--- config.mk ---
export PLATFORM = sky130hd
export DESIGN_NAME = afx_ctrl
export DESIGN_NICKNAME = d
export VERILOG_FILES = /design/src/afx_pkg.sv /design/src/afx_ctrl.sv /design/src/afx_sync.sv
export VERILOG_INCLUDE_DIRS = /design/src
export SDC_FILE = /design/constraint.sdc
export NUM_CORES = 1
export LEC_CHECK = 0
export ABC_AREA = 1
export BUFFER_PORTS_ARGS = -buffer_cell sky130_fd_sc_hd__buf_4
export CAP_MARGIN = 20
export CORE_MARGIN = 10
export CORE_UTILIZATION = 30
export CTS_BUF_LIST = sky130_fd_sc_hd__clkbuf_16
export DETAILED_ROUTE_END_ITERATION = 7
export PLACE_DENSITY = 0.46
export SLEW_MARGIN = 20
export SYNTH_ARGS = -nofsm -noshare
export SYNTH_HDL_FRONTEND = slang
export SYNTH_SLANG_ARGS = --single-unit
--- constraint.sdc ---
create_clock -name clock -period 2.8 [get_ports clock]
set_input_delay 0.14 -clock clock [delete_from_list [all_inputs] [get_ports clock]]
set_output_delay 0.14 -clock clock [all_outputs]
set_load 0.01 [all_outputs]
--- src/afx_consts.svh ---
// Offsets, field positions, reset values and timing figures of the FIFO chain controller
`ifndef AFX_CONSTS_SVH
`define AFX_CONSTS_SVH
// Register word indices on the command port
`define AFX_REG_CTRL      4'h0
`define AFX_REG_WDATA     4'h1
`define AFX_REG_RDATA     4'h2
`define AFX_REG_STATUS    4'h3
`define AFX_REG_INT_STAT  4'h4
`define AFX_REG_INT_CLR   4'h5
`define AFX_REG_INT_EN    4'h6
// Control register fields
`define AFX_CTRL_DEPTH    0
`define AFX_CTRL_RESET    1
`define AFX_CTRL_REWIND   2
`define AFX_CTRL_READ     3
// Status register fields
`define AFX_ST_BUSY       0
`define AFX_ST_WORDS      1
`define AFX_ST_SPACE      2
`define AFX_ST_HALF       3
`define AFX_ST_DEPTH      4
// Event bits of the interrupt registers
`define AFX_EV_WR_DONE    0
`define AFX_EV_RD_DONE    1
`define AFX_EV_REFUSED    2
`define AFX_EV_FULL       3
`define AFX_EV_EMPTY      4
`define AFX_EV_RST_DONE   5
`define AFX_EV_W          6
// Reset values
`define AFX_INT_EN_RST    6'h00
`define AFX_RDATA_RST     32'h0000_0000
// Timing figures in ns
`define AFX_CLK_NS        4
`define AFX_T_STROBE_NS   20
`define AFX_T_ACCESS_NS   20
`define AFX_T_RECOV_NS    24
`define AFX_T_RESET_NS    40
`endif

--- src/afx_pkg.sv ---
// Types of the FIFO chain controller
package afx_pkg;
	// One-hot sequencer states
	typedef enum logic [8:0] {
		AFX_IDLE   = 9'h001,
		AFX_RST_LO = 9'h002,
		AFX_RST_HI = 9'h004,
		AFX_WR_LO  = 9'h008,
		AFX_WR_HI  = 9'h010,
		AFX_RD_LO  = 9'h020,
		AFX_RD_HI  = 9'h040,
		AFX_RT_LO  = 9'h080,
		AFX_RT_HI  = 9'h100
	} afx_state_t;
endpackage

--- src/afx_ctrl.sv ---
// Controller driving a chain of asynchronous 9-bit FIFOs through their pins
// Functional notes
// Exactly one chain device has first load low
// All other chain devices hold first load high
// Each expansion output feeds next expansion input
// Composite full and empty are ORs of flags
// No rewind or half flag in depth mode
// Width mode: common controls, status from one
// Read flow-through presents word after write edge
// Flow-through empty flag pulses then reasserts
// Write flow-through: full drops, stored on rise
// Write strobe toggled only while not full
// Single reset zeroes pointers, sets flags
// Rewind returns read pointer, write untouched
// Pointers advance only when flag allows
// Depth reset zeroes pointers on every device
// Expansion output pulses at last location
// Grounded expansion input selects single mode
// Strobes stay high during a rewind
// Only the token holder accepts strobes
//
// Chosen here: the address map and the plain strobed port.
`timescale 1ns/1ps
`include "afx_consts.svh"
module afx_ctrl #(
	parameter int NDEV = 3,  // Devices on the depth chain
	parameter int DW   = 9   // Word width per device
) (
	input  wire logic            clock,
	input  wire logic            rst_b,
	input  wire logic [3:0]      addr,
	input  wire logic [31:0]     wdata,
	input  wire logic            wr_en,
	input  wire logic            rd_en,
	output logic      [31:0]     rdata,
	output logic                 irq,
	output logic                 write_strobe_n,
	output logic                 read_strobe_n,
	output logic                 pointer_clear_n,
	output logic      [NDEV-1:0] first_load_select_n,
	output logic      [DW-1:0]   fifo_wdata,
	input  wire logic [DW-1:0]   fifo_rdata,
	input  wire logic [NDEV-1:0] no_words_flag_n,
	input  wire logic [NDEV-1:0] no_space_flag_n,
	input  wire logic            half_level_flag_n
);
	localparam int EW = `AFX_EV_W;
	localparam int SW = 2 * NDEV + 1 + DW;  // Synchronised pin bundle width
	// Cycle counts, least times rounded up; access gets 3 cycles more
	localparam int STROBE_CYC = (`AFX_T_STROBE_NS + `AFX_CLK_NS - 1) / `AFX_CLK_NS;
	localparam int ACCESS_CYC = (`AFX_T_ACCESS_NS + `AFX_CLK_NS - 1) / `AFX_CLK_NS + 3;
	localparam int RECOV_CYC  = (`AFX_T_RECOV_NS + `AFX_CLK_NS - 1) / `AFX_CLK_NS;
	localparam int RESET_CYC  = (`AFX_T_RESET_NS + `AFX_CLK_NS - 1) / `AFX_CLK_NS;
	localparam logic [7:0] STROBE_LD = 8'(STROBE_CYC - 1);
	localparam logic [7:0] ACCESS_LD = 8'(ACCESS_CYC - 1);
	localparam logic [7:0] RECOV_LD  = 8'(RECOV_CYC - 1);
	localparam logic [7:0] RESET_LD  = 8'(RESET_CYC - 1);
	// First device low, all others high
	localparam logic [NDEV-1:0] FL_DEPTH = ~NDEV'(1);

	afx_pkg::afx_state_t state_q;  // Sequencer state
	afx_pkg::afx_state_t state_d;
	logic [7:0]      cnt_q;        // Phase length counter
	logic [7:0]      cnt_d;
	logic            depth_q;      // Chain runs in depth expansion
	logic            depth_d;
	logic [DW-1:0]   wword_q;      // Word driven to the FIFOs
	logic [DW-1:0]   rword_q;      // Last word read back
	logic [EW-1:0]   int_stat_q;   // Sticky events
	logic [EW-1:0]   int_stat_d;
	logic [EW-1:0]   int_en_q;     // Event enables
	logic [EW-1:0]   int_en_d;
	logic            words_p_q;    // Previous words-available
	logic            space_p_q;    // Previous space-available
	logic            w_n_q;
	logic            r_n_q;
	logic            rs_n_q;
	logic [NDEV-1:0] fl_n_q;
	logic [31:0]     rdata_q;
	logic            irq_q;
	logic [SW-1:0]   pins_s;       // Synchronised flags and data
	logic            ev_wr;
	logic            ev_rd;
	logic            ev_rst;

	// Flags and read data arrive from another timing world
	afx_sync #(.W(SW)) u_sync (
		.clock (clock),
		.rst_b (rst_b),
		.din   ({half_level_flag_n, no_space_flag_n, no_words_flag_n, fifo_rdata}),
		.dout  (pins_s)
	);

	wire [DW-1:0]   q_s     = pins_s[DW-1:0];
	wire [NDEV-1:0] ef_s    = pins_s[DW +: NDEV];
	wire [NDEV-1:0] ff_s    = pins_s[DW + NDEV +: NDEV];
	wire            hf_s    = pins_s[SW-1];
	// Composite flags in depth mode, device zero alone otherwise
	wire words_ok = depth_q ? |ef_s : ef_s[0];
	wire space_ok = depth_q ? |ff_s : ff_s[0];
	// Half flag is meaningless on a chain, so it is masked there
	wire half_on  = ~hf_s & ~depth_q;

	// Command decode
	wire idle      = (state_q == afx_pkg::AFX_IDLE);
	wire wr_ctrl   = wr_en && (addr == `AFX_REG_CTRL);
	wire go_reset  = wr_ctrl && wdata[`AFX_CTRL_RESET];
	wire go_rewind = wr_ctrl && wdata[`AFX_CTRL_REWIND];
	wire go_read   = wr_ctrl && wdata[`AFX_CTRL_READ];
	wire go_write  = wr_en && (addr == `AFX_REG_WDATA);
	wire ok_reset  = idle && go_reset;
	wire ok_rewind = idle && go_rewind && !go_reset && !depth_q;
	wire ok_read   = idle && go_read && !go_reset && !go_rewind && words_ok;
	wire ok_write  = idle && go_write && space_ok;
	wire refused   = (go_reset || go_rewind || go_read || go_write)
	                 && !(ok_reset || ok_rewind || ok_read || ok_write);
	wire cnt_zero  = (cnt_q == 8'h00);
	wire [EW-1:0] clr_mask = (wr_en && addr == `AFX_REG_INT_CLR) ? wdata[EW-1:0] : '0;
	wire [EW-1:0] events;

	// Sequencer next state; one command at a time, refused while busy
	always_comb begin
		state_d = state_q;
		cnt_d   = cnt_zero ? cnt_q : cnt_q - 8'h01;
		ev_wr   = 1'b0;
		ev_rd   = 1'b0;
		ev_rst  = 1'b0;
		case (state_q)
			afx_pkg::AFX_IDLE: begin
				if (ok_reset) begin
					state_d = afx_pkg::AFX_RST_LO;
					cnt_d   = RESET_LD;
				end else if (ok_rewind) begin
					state_d = afx_pkg::AFX_RT_LO;
					cnt_d   = STROBE_LD;
				end else if (ok_read) begin
					state_d = afx_pkg::AFX_RD_LO;
					cnt_d   = ACCESS_LD;
				end else if (ok_write) begin
					state_d = afx_pkg::AFX_WR_LO;
					cnt_d   = STROBE_LD;
				end
			end
			afx_pkg::AFX_RST_LO: begin
				if (cnt_zero) begin
					state_d = afx_pkg::AFX_RST_HI;
					cnt_d   = RECOV_LD;
				end
			end
			afx_pkg::AFX_WR_LO: begin
				if (cnt_zero) begin
					state_d = afx_pkg::AFX_WR_HI;
					cnt_d   = RECOV_LD;
				end
			end
			afx_pkg::AFX_RD_LO: begin
				if (cnt_zero) begin
					state_d = afx_pkg::AFX_RD_HI;
					cnt_d   = RECOV_LD;
				end
			end
			afx_pkg::AFX_RT_LO: begin
				if (cnt_zero) begin
					state_d = afx_pkg::AFX_RT_HI;
					cnt_d   = RECOV_LD;
				end
			end
			// Recovery phases end in idle; reset, write and read report their event, rewind none
			afx_pkg::AFX_RST_HI,
			afx_pkg::AFX_WR_HI,
			afx_pkg::AFX_RD_HI,
			afx_pkg::AFX_RT_HI: begin
				if (cnt_zero) begin
					state_d = afx_pkg::AFX_IDLE;
					ev_rst  = (state_q == afx_pkg::AFX_RST_HI);
					ev_wr   = (state_q == afx_pkg::AFX_WR_HI);
					ev_rd   = (state_q == afx_pkg::AFX_RD_HI);
				end
			end
			default: begin
				state_d = afx_pkg::AFX_IDLE;
				cnt_d   = 8'h00;
			end
		endcase
	end

	// Mode only moves while idle, so pins never change mid-cycle
	assign depth_d = (wr_ctrl && idle) ? wdata[`AFX_CTRL_DEPTH] : depth_q;
	// Filters and flags settle during a device reset; drops there are no events
	wire   in_reset = (state_q == afx_pkg::AFX_RST_LO) || (state_q == afx_pkg::AFX_RST_HI);
	assign events  = {ev_rst, words_p_q & ~words_ok & ~in_reset,
	                  space_p_q & ~space_ok & ~in_reset, refused, ev_rd, ev_wr};
	// A new event beats a clear in the same cycle
	assign int_stat_d = (int_stat_q & ~clr_mask) | events;
	assign int_en_d   = (wr_en && addr == `AFX_REG_INT_EN) ? wdata[EW-1:0] : int_en_q;

	// Pin levels derived from the next state so they align with it
	wire            w_n_d  = (state_d != afx_pkg::AFX_WR_LO);
	wire            r_n_d  = (state_d != afx_pkg::AFX_RD_LO);
	wire            rs_n_d = (state_d != afx_pkg::AFX_RST_LO);
	// Chain: one first device; single: the shared pin is the rewind
	wire [NDEV-1:0] fl_n_d = depth_d ? FL_DEPTH
	                         : ((state_d == afx_pkg::AFX_RT_LO) ? '0 : '1);
	wire [31:0]     status = {27'h0, depth_q, half_on, space_ok, words_ok, ~idle};

	// Register read mux
	wire [31:0] rd_mux =
		(addr == `AFX_REG_CTRL)     ? {31'h0, depth_q} :
		(addr == `AFX_REG_WDATA)    ? {{(32-DW){1'b0}}, wword_q} :
		(addr == `AFX_REG_RDATA)    ? {{(32-DW){1'b0}}, rword_q} :
		(addr == `AFX_REG_STATUS)   ? status :
		(addr == `AFX_REG_INT_STAT) ? {{(32-EW){1'b0}}, int_stat_q} :
		(addr == `AFX_REG_INT_EN)   ? {{(32-EW){1'b0}}, int_en_q} : 32'h0000_0000;

	// Sequencer and mode; power-up starts with a device reset
	always_ff @(posedge clock or negedge rst_b) begin
		if (!rst_b) begin
			state_q <= afx_pkg::AFX_RST_LO;
			cnt_q   <= RESET_LD;
			depth_q <= 1'b0;
		end else begin
			state_q <= state_d;
			cnt_q   <= cnt_d;
			depth_q <= depth_d;
		end
	end

	// Pins; strobes stay high through reset and rewind
	always_ff @(posedge clock or negedge rst_b) begin
		if (!rst_b) begin
			w_n_q  <= 1'b1;
			r_n_q  <= 1'b1;
			rs_n_q <= 1'b0;
			fl_n_q <= '1;
		end else begin
			w_n_q  <= w_n_d;
			r_n_q  <= r_n_d;
			rs_n_q <= rs_n_d;
			fl_n_q <= fl_n_d;
		end
	end

	// Data words; read word latched at end of the access phase
	always_ff @(posedge clock or negedge rst_b) begin
		if (!rst_b) begin
			wword_q <= '0;
			rword_q <= '0;
		end else begin
			if (ok_write)
				wword_q <= wdata[DW-1:0];
			if (state_q == afx_pkg::AFX_RD_LO && cnt_zero)
				rword_q <= q_s;
		end
	end

	// Interrupt registers, edge history and read port
	always_ff @(posedge clock or negedge rst_b) begin
		if (!rst_b) begin
			int_stat_q <= '0;
			int_en_q   <= `AFX_INT_EN_RST;
			words_p_q  <= 1'b0;
			space_p_q  <= 1'b0;
			rdata_q    <= `AFX_RDATA_RST;
			irq_q      <= 1'b0;
		end else begin
			int_stat_q <= int_stat_d;
			int_en_q   <= int_en_d;
			words_p_q  <= words_ok;
			space_p_q  <= space_ok;
			rdata_q    <= rd_en ? rd_mux : 32'h0000_0000;
			irq_q      <= |(int_stat_d & int_en_d);
		end
	end

	assign write_strobe_n      = w_n_q;
	assign read_strobe_n       = r_n_q;
	assign pointer_clear_n     = rs_n_q;
	assign first_load_select_n = fl_n_q;
	assign fifo_wdata          = wword_q;
	assign rdata               = rdata_q;
	assign irq                 = irq_q;
endmodule // afx_ctrl

--- src/afx_sync.sv ---
// Three-stage pin synchroniser with agreement filter
`timescale 1ns/1ps
module afx_sync #(
	parameter int W = 1
) (
	input  wire logic         clock,
	input  wire logic         rst_b,
	input  wire logic [W-1:0] din,
	output logic      [W-1:0] dout
);
	logic [W-1:0] s1_q;   // Metastable stage, read only by s2
	logic [W-1:0] s2_q;   // Second stage
	logic [W-1:0] s3_q;   // Third stage
	logic [W-1:0] out_q;  // Filtered value
	wire  [W-1:0] agree = ~(s2_q ^ s3_q);  // Bits whose last two stages match

	// Shift chain; a bit moves only once stages two and three agree
	always_ff @(posedge clock or negedge rst_b) begin
		if (!rst_b) begin
			s1_q  <= '1;
			s2_q  <= '1;
			s3_q  <= '1;
			out_q <= '1;
		end else begin
			s1_q  <= din;
			s2_q  <= s1_q;
			s3_q  <= s2_q;
			out_q <= (s2_q & agree) | (out_q & ~agree);
		end
	end
	assign dout = out_q;
endmodule // afx_sync

==> out/metrics.yaml, run 1 <==
tritoncts_clock_tree: "done"
cts_root_buf: "clkbuf_16"
die-width_um: 155
category_of_the_worst_setup_path_capture_point: "register"
syn_avg_cell_area_sq_um: 10.4
track_usage: 0.107
setup_viol_count_final: 0
power.density_nw_per_um2: 795
drv_slew: 0
drt-vias-per-instance: 4.37
cell_depth_of_the_worst_setup_path: 5
ff2ff_path_depth: 5
cts_buffers: 17
final_worst_path_period_need_ps: 1900
postRouteWirelength_mm: 12.3
synth-edff-count: 0
yosysUniqueCellTypes: 38
die_height_um: 155
detailedPlace.worstSlack_ps: 886
grt_start_max_net_pins: 130
critical-path-max-stage-delay_ps: 510
number_of_warning_messages_in_the_yosys_log: 0
iteration_0_drc_count_of_the_detailed_router: 155
path_delay_family: "simple AND/OR/NAND/NOR gates"
cts.sinks: 129
fin_worst_hold_slack_ps: 25.4
ys_top_cells_by_area: "dfstp_2 34%, dfrtp_1 27%, nand2_1 6.7%, inv_1 3.6%, buf_4 3.4%"
max_cap_violations: 0
clock_buffer_depth: 2
post_cts.repair.setup_buffers: 0
placed_cells_incl_taps: 806
final_critical_path_setup_slack_ps: 897
leakagePower_nw: 3.20
clock_pin_transition_on_the_worst_setup_and_hold_timing_paths_ps: 60
synth_largest_type_area_fraction: 0.341
worst_setup_path_endpoint: "fifo_wdata[6]"
timing_worst_slew_pin_value_ps: 687
clock_latency_ps: 420
cts.hold.buffers_added: 23
cts.repair.resized: 0
final_hold_violation_count: 0
final_cell_count_no_fill: 861
cell_with_the_largest_stage_delay_on_the_worst_path: "dfrtp_1"
area.growth.synth_to_final_pct: 26.0
clock-skew-final_ps: 5.42
gp_routability_congestion: 0.843
drive_above_1_share: 0.329
synth_ff_type: "dfstp_2"
outcome: "finished, final reports clean"
route.detailed.wl_per_inst_um: 14.3
maxClockFrequency_mhz: 525
setup.reg_to_reg.worst_slack_ps: 900
sequential_cell_area_sq_um: 3320
synth-seq-cells: 129
design.core.area_sq_um: 18000
cp_num_buf_inv: 1
footprint_of_the_multi_input_gates_sq_um: 1810
crit_path_cell_trace: "inv_1, nand3_1, nor2_2, nand2_2, mux2_1"
min_period_over_period: 0.680
netlist.top_cell.by_area: "dfstp_2"
postSynth.asyncResetShare: 1.00
timing.setup.critical_path_class: "register to register"
cp.arrival_ps: 2190
finish.net_count: 678
crit_required_ps: 3090
relSlewSlack: 0.542
htreeDepth: 4
detailedPlacementHpwl_mm: 8.93
critPathLaunch: "state_q[8]"
antenna_violations_before_repair: 0
hold_path.class: "input pin to register"
finalPower_mw: 5.48
synthesis.instances: 525
cp_max_fo: 16
rsz0062_at_grt: "false"
starting_density_of_the_core: 0.305
fin_tns_setup_ps: 0
grt_pass1_wl_mm: 20.7
synth_most_common_cell: "nand2_1"
synth_seq_area_share: 0.606
r2r_end: "fifo_wdata[6]"
ir_drop_uv: 423
final_global_route_overflow_total: 0
detailroute.via_count: 3762
antenna_diode_count: 0
core.rowCount: 49
fillers: 1762
via_count_of_the_first_global_routing_pass: 4025
pin_count: 104
timing.critical_path.from_type: "register"
firstDrtPassIters: 4
worstReg2RegStart: "state_q[8]"
post_synth_most_frequent_cells: "98 x nand2_1, 71 x dfstp_2, 58 x dfrtp_1"
io_buffer_count: 57
design.die.area_sq_um: 24000
number_of_nets_with_antenna_violations_after_routing: 0
synth_area_sq_um: 5470
route.detailed.drc: 0
## report_power, final
| part | internal, mW | switching (mW) | leakage [nW] |
|---|---|---|---|
| combinational | 0.409 | 0.611 | 1.43 |
| clock | 1.32 | 0.846 | 0.286 |
| sequential | 2.16 | 0.144 | 1.48 |
| total | 3.88 | 1.60 | 3.20 |
## routing by layer
metal  share of wire  track usage  routed length, um  vias to the layer above
li1                -            -                  -                     1840
met1            0.45        0.133               5570                     1815
met2            0.46        0.164               5700                       94
met3           0.075       0.0394                927                       13
met4           0.012       0.0432                142                        0
met5               0            0                  0                        -
## worst min-delay path by stage
| stage | start | end | slack [ps] | depth (start not counted) |
|---|---|---|---|---|
| 2_1_floorplan | rst_b | cnt_q[1] | -160 | 0 |
| 3_3_place_gp | no_space_flag_n[2] | u_sync.s1_q[14] | 250 | 1 |
| 3_5_place_dp | fifo_rdata[4] | u_sync.s1_q[4] | 250 | 1 |
| 4_1_cts | wdata[3] | int_en_q[3] | 10 | 3 |
| 5_1_grt | wdata[3] | int_en_q[3] | 20 | 3 |
| 6_report | wdata[3] | int_en_q[3] | 30 | 3 |
## worst min-delay path, stage by stage
cell and delay (ps):
buf_4 100, nand2_1 50, o21ai_1 100
## area by class of cell
cell class,count,area share
Sequential cell,129,0.481
Multi-Input combinational cell,332,0.263
Timing Repair Buffer,82,0.0994
Clock buffer,17,0.0617
Tap cell,229,0.0416
Inverter,57,0.0310
Clock inverter,15,0.0227
## kinds of logic after synthesis
family	count (synthesis)	share of synthesized area
AOI/OAI and AO/OA	67	0.0693
xor gates and xnor gates	5	0.00800
adders and majority gates	19	0.0361
buffers and inverters	86	0.0782
DFF	129	0.606
muxes	12	0.0247
other	1	0.000685
and+or+nand+nor	206	0.177
## placed cells by master, fill, tap and decap left out, types with 4 or more instances in the layout
master and n:
nand2_1 98, o211ai_1 4, inv_1 53, nor2_1 37, nor3_1 5, dfrtp_1 58, conb_1 23, clkbuf_16 17
buf_4 58, xor2_1 4, nand4_1 4, a21oi_1 14, nor2_4 4, dlygate4sd3_1 23, nand2_2 5, o21ai_1 12
o21ai_0 27, dfstp_2 71, maj3_1 16, inv_2 4, inv_6 5, mux2_2 9, nor2_2 12, nand3_1 31
## stage by stage
stage	instance area, sq um	utilization
2_1_floorplan	5560	-
3_3_place_gp	6080	0.339
3_5_place_dp	6080	0.339
4_1_cts	6900	0.384
5_1_grt	6900	0.384
6_report	6900	0.384
(Power assumes the default switching activity.)
==> run 2: changes to the inputs <==
Settings changed: ABC_AREA 1 to 0, PLACE_DENSITY 0.46 to 0.48.
Clock period 2.8 ns to 1.6 ns, I/O delays scaled along.
==> run 2 against run 1 <==
The flow now finishes with violations (negative setup slack). Die area is 0.16% lower. Area after synthesis is 0.18% lower. Clock skew is 1.9 ps higher. Maximum frequency is 4.5% lower. Sequential share of layout area is 8.1 points lower. Clock power is 84% higher. Routed wire length is 20% higher. First-iteration DRC count is 48% higher. Highest routed layer unchanged.
==> out/metrics.yaml, run 2 <==
crit_path_cell_trace: "or4_1, or3_4, o22a_4, a21oi_4, a22o_1"  # was inv_1, nand3_1, nor2_2, nand2_2, mux2_1
maxClockFrequency_mhz: 502  # was 525 MHz
grt_pass1_wl_mm: 23.7  # was 20.7 mm
design.core.area_sq_um: 18000  # unchanged
antenna_diode_count: 0  # unchanged
outcome: "finished with violations"  # was finished, final reports clean
crit_required_ps: 1950  # was 3090 ps
r2r_end: "state_q[1]"  # was fifo_wdata[6]
path_delay_family: "simple AND/OR/NAND/NOR gates"  # unchanged
finish.net_count: 690  # was 678
cts.sinks: 129  # unchanged
track_usage: 0.125  # was 0.107
cell_with_the_largest_stage_delay_on_the_worst_path: "or4_1"  # was dfrtp_1
detailroute.via_count: 4070  # was 3,762
cp_num_buf_inv: 0  # was 1
number_of_warning_messages_in_the_yosys_log: 0  # unchanged
synth_largest_type_area_fraction: 0.342  # was 0.341
syn_avg_cell_area_sq_um: 12.8  # was 10.4 sq um
die-width_um: 155  # about the same
tritoncts_clock_tree: "done"  # unchanged
footprint_of_the_multi_input_gates_sq_um: 2300  # was 1810 sq um
fin_worst_hold_slack_ps: 46.9  # was 25.4 ps
iteration_0_drc_count_of_the_detailed_router: 230  # was 155
clock-skew-final_ps: 7.32  # was 5.42 ps
hold_path.class: "input pin to register"  # unchanged
clock_buffer_depth: 2  # unchanged
detailedPlace.worstSlack_ps: -434  # was 886 ps
synth-edff-count: 0  # unchanged
drv_slew: 0  # unchanged
drt-vias-per-instance: 4.66  # was 4.37
area.growth.synth_to_final_pct: 52.0  # was 26.0%
clock_pin_transition_on_the_worst_setup_and_hold_timing_paths_ps: 60  # about the same
grt_start_max_net_pins: 58  # was 130
setup_viol_count_final: 44  # was 0
stdcell_area_sq_um: 8310  # was 6900 sq um
fin_tns_setup_ps: -11780  # was 0 ps
final_hold_violation_count: 0  # unchanged
htreeDepth: 4  # unchanged
cp.arrival_ps: 2350  # was 2190 ps
gp_routability_congestion: 0.836  # was 0.843
yosysUniqueCellTypes: 71  # was 38
power.density_nw_per_um2: 1340  # was 795 nW/um^2
critPathLaunch: "state_q[7]"  # was state_q[8]
number_of_nets_with_antenna_violations_after_routing: 0  # unchanged
final_cell_count_no_fill: 873  # was 861
fillers: 1601  # was 1,762
rsz0062_at_grt: "true"  # was false
cts_root_buf: "clkbuf_16"  # unchanged
timing.critical_path.from_type: "register"  # unchanged
timing.setup.critical_path_class: "register to register"  # unchanged
leakagePower_nw: 3.67  # was 3.20 nW
synth_seq_area_share: 0.607  # was 0.606
finalPower_mw: 11.1  # was 5.48 mW
timing.hold.worst_path_depth: 3  # unchanged
design.die.area_sq_um: 24000  # about the same
sequential_cell_area_sq_um: 3320  # about the same
synthesis.instances: 428  # was 525
synth-seq-cells: 129  # unchanged
final_worst_path_period_need_ps: 1990  # was 1900 ps
postSynth.asyncResetShare: 1.00  # unchanged
synth_area_sq_um: 5460  # was 5470 sq um
postRouteWirelength_mm: 14.9  # was 12.3 mm
via_count_of_the_first_global_routing_pass: 4484  # was 4,025
route.detailed.wl_per_inst_um: 17.0  # was 14.3 um
most_frequent_cells_in_the_layout: "159 x buf_4, 71 x dfstp_2, 54 x dfrtp_1"  # was 98 x nand2_1, 71 x dfstp_2, 58 x dfrtp_1, 58 x buf_4, 53 x inv_1
worst_setup_path_endpoint: "state_q[1]"  # was fifo_wdata[6]
clock_latency_ps: 420  # about the same
core.rowCount: 49  # unchanged
cp_max_fo: 7  # was 16
die_height_um: 155  # about the same
detailedPlacementHpwl_mm: 10.4  # was 8.93 mm
setup.reg_to_reg.worst_slack_ps: -390  # was 900 ps
max_cap_violations: 0  # unchanged
synth_most_common_cell: "dfstp_2"  # was nand2_1
post_synth_most_frequent_cells: "71 x dfstp_2, 58 x dfrtp_1, 24 x buf_4"  # was 98 x nand2_1, 71 x dfstp_2, 58 x dfrtp_1
route.detailed.drc: 0  # unchanged
category_of_the_worst_setup_path_capture_point: "register"  # unchanged
failed_checks: "negative setup slack"
ff2ff_path_depth: 5  # unchanged
io_buffer_count: 57  # unchanged
cts_buffers: 17  # unchanged
pin_count: 104  # unchanged
antenna_violations_before_repair: 0  # unchanged
min_period_over_period: 1.25  # was 0.680
ir_drop_uv: 819  # was 423 uV
detailed_place.area_sq_um: 6910  # was 6080 sq um
final_critical_path_setup_slack_ps: -394  # was 897 ps
placed_cells_incl_taps: 794  # was 806
drive_above_1_share: 0.571  # was 0.329
ys_top_cells_by_area: "dfstp_2 34%, dfrtp_1 27%, mux2_2 4.1%, buf_4 3.3%, maj3_1 2.9%"  # was dfstp_2 34%, dfrtp_1 27%, nand2_1 6.7%, inv_1 3.6%, buf_4 3.4%
critical-path-max-stage-delay_ps: 540  # was 510 ps
synth_ff_type: "dfstp_2"  # unchanged
cell_depth_of_the_worst_setup_path: 5  # unchanged
worstReg2RegStart: "state_q[7]"  # was state_q[8]
final_global_route_overflow_total: 0  # unchanged
most_common_cell_after_layout_fill_and_taps_aside: "buf_4"  # was nand2_1
finish.utilization: 0.462  # was 0.384
firstDrtPassIters: 4  # unchanged
starting_density_of_the_core: 0.304  # was 0.305
netlist.top_cell.by_area: "dfstp_2"  # unchanged
-- run 2: cell count changes in the layout (fill, tap and decap cells not counted), sizes merged, moves of 6 or more --
cell and change:
buf +117, nand2 -97, inv -44, nor2 -32, o21ai -29, nand3 -23, a22oi +14, mux2 +13
a21o +6, nor4 +6
-- run 2: power by group --
group	internal, mW	switching [mW]	total (mW)
Combinational	1.68	1.40	3.08
Sequential	3.77	0.273	4.04
Clock	2.46	1.51	3.97
Total	7.91	3.18	11.1
-- run 2: cell type report --
| type | count | area share |
|---|---|---|
| repair buffers | 204 | 0.209 |
| clock inverters | 15 | 0.0218 |
| multi-input cells | 265 | 0.276 |
| well taps | 229 | 0.0345 |
| clock buffers | 17 | 0.0512 |
| flip-flops and latches | 129 | 0.400 |
| inverters | 14 | 0.00693 |
-- run 2: kinds of logic after synthesis --
logic type	share of synthesized area
AOI/OAI and AO/OA	0.121
xor gates and xnor gates	0.0128
other	0.000686
adders and majority gates	0.0362
muxes	0.0534
and+or+nand+nor	0.109
buffers and inverters	0.0593
DFF	0.607
-- run 2: worst min path at each step --
stage          startpoint          to
5_1_grt           addr[3]    rdata[5]
6_report          addr[3]    rdata[5]
3_3_place_gp        rst_b  rword_q[4]
2_1_floorplan       rst_b    cnt_q[1]
3_5_place_dp        rst_b  rword_q[4]
4_1_cts           addr[3]    rdata[5]
-- run 2: per-layer routing --
metal  wire, um  share of wire  vias to the layer above  GRT usage
met3        644          0.043                       16     0.0358
met4        267          0.018                        0     0.0535
met2       7410           0.50                       87      0.200
met5          0              0                        -          0
met1       6540           0.44                     2039      0.154
li1           -              -                     1928          -
-- run 2: timing repair --
action                                 in CTS  in global routing
pin swaps                                  15                 22
setup buffers                              12                  8
setup endpoints to repair                  44                 48
cloned                                      1                  0
hold buffers                               27                  0
endpoints found under the hold margin      57                  0
gates resized for setup                    40                 34
-- run 2: worst register-to-register path, delay by kind of cell (launching register included) --
family | cells | cell delay (ps)
AO/OA/AOI/OAI | 3 | 620
AND/OR/NAND/NOR | 2 | 910
flip-flops | 1 | 420
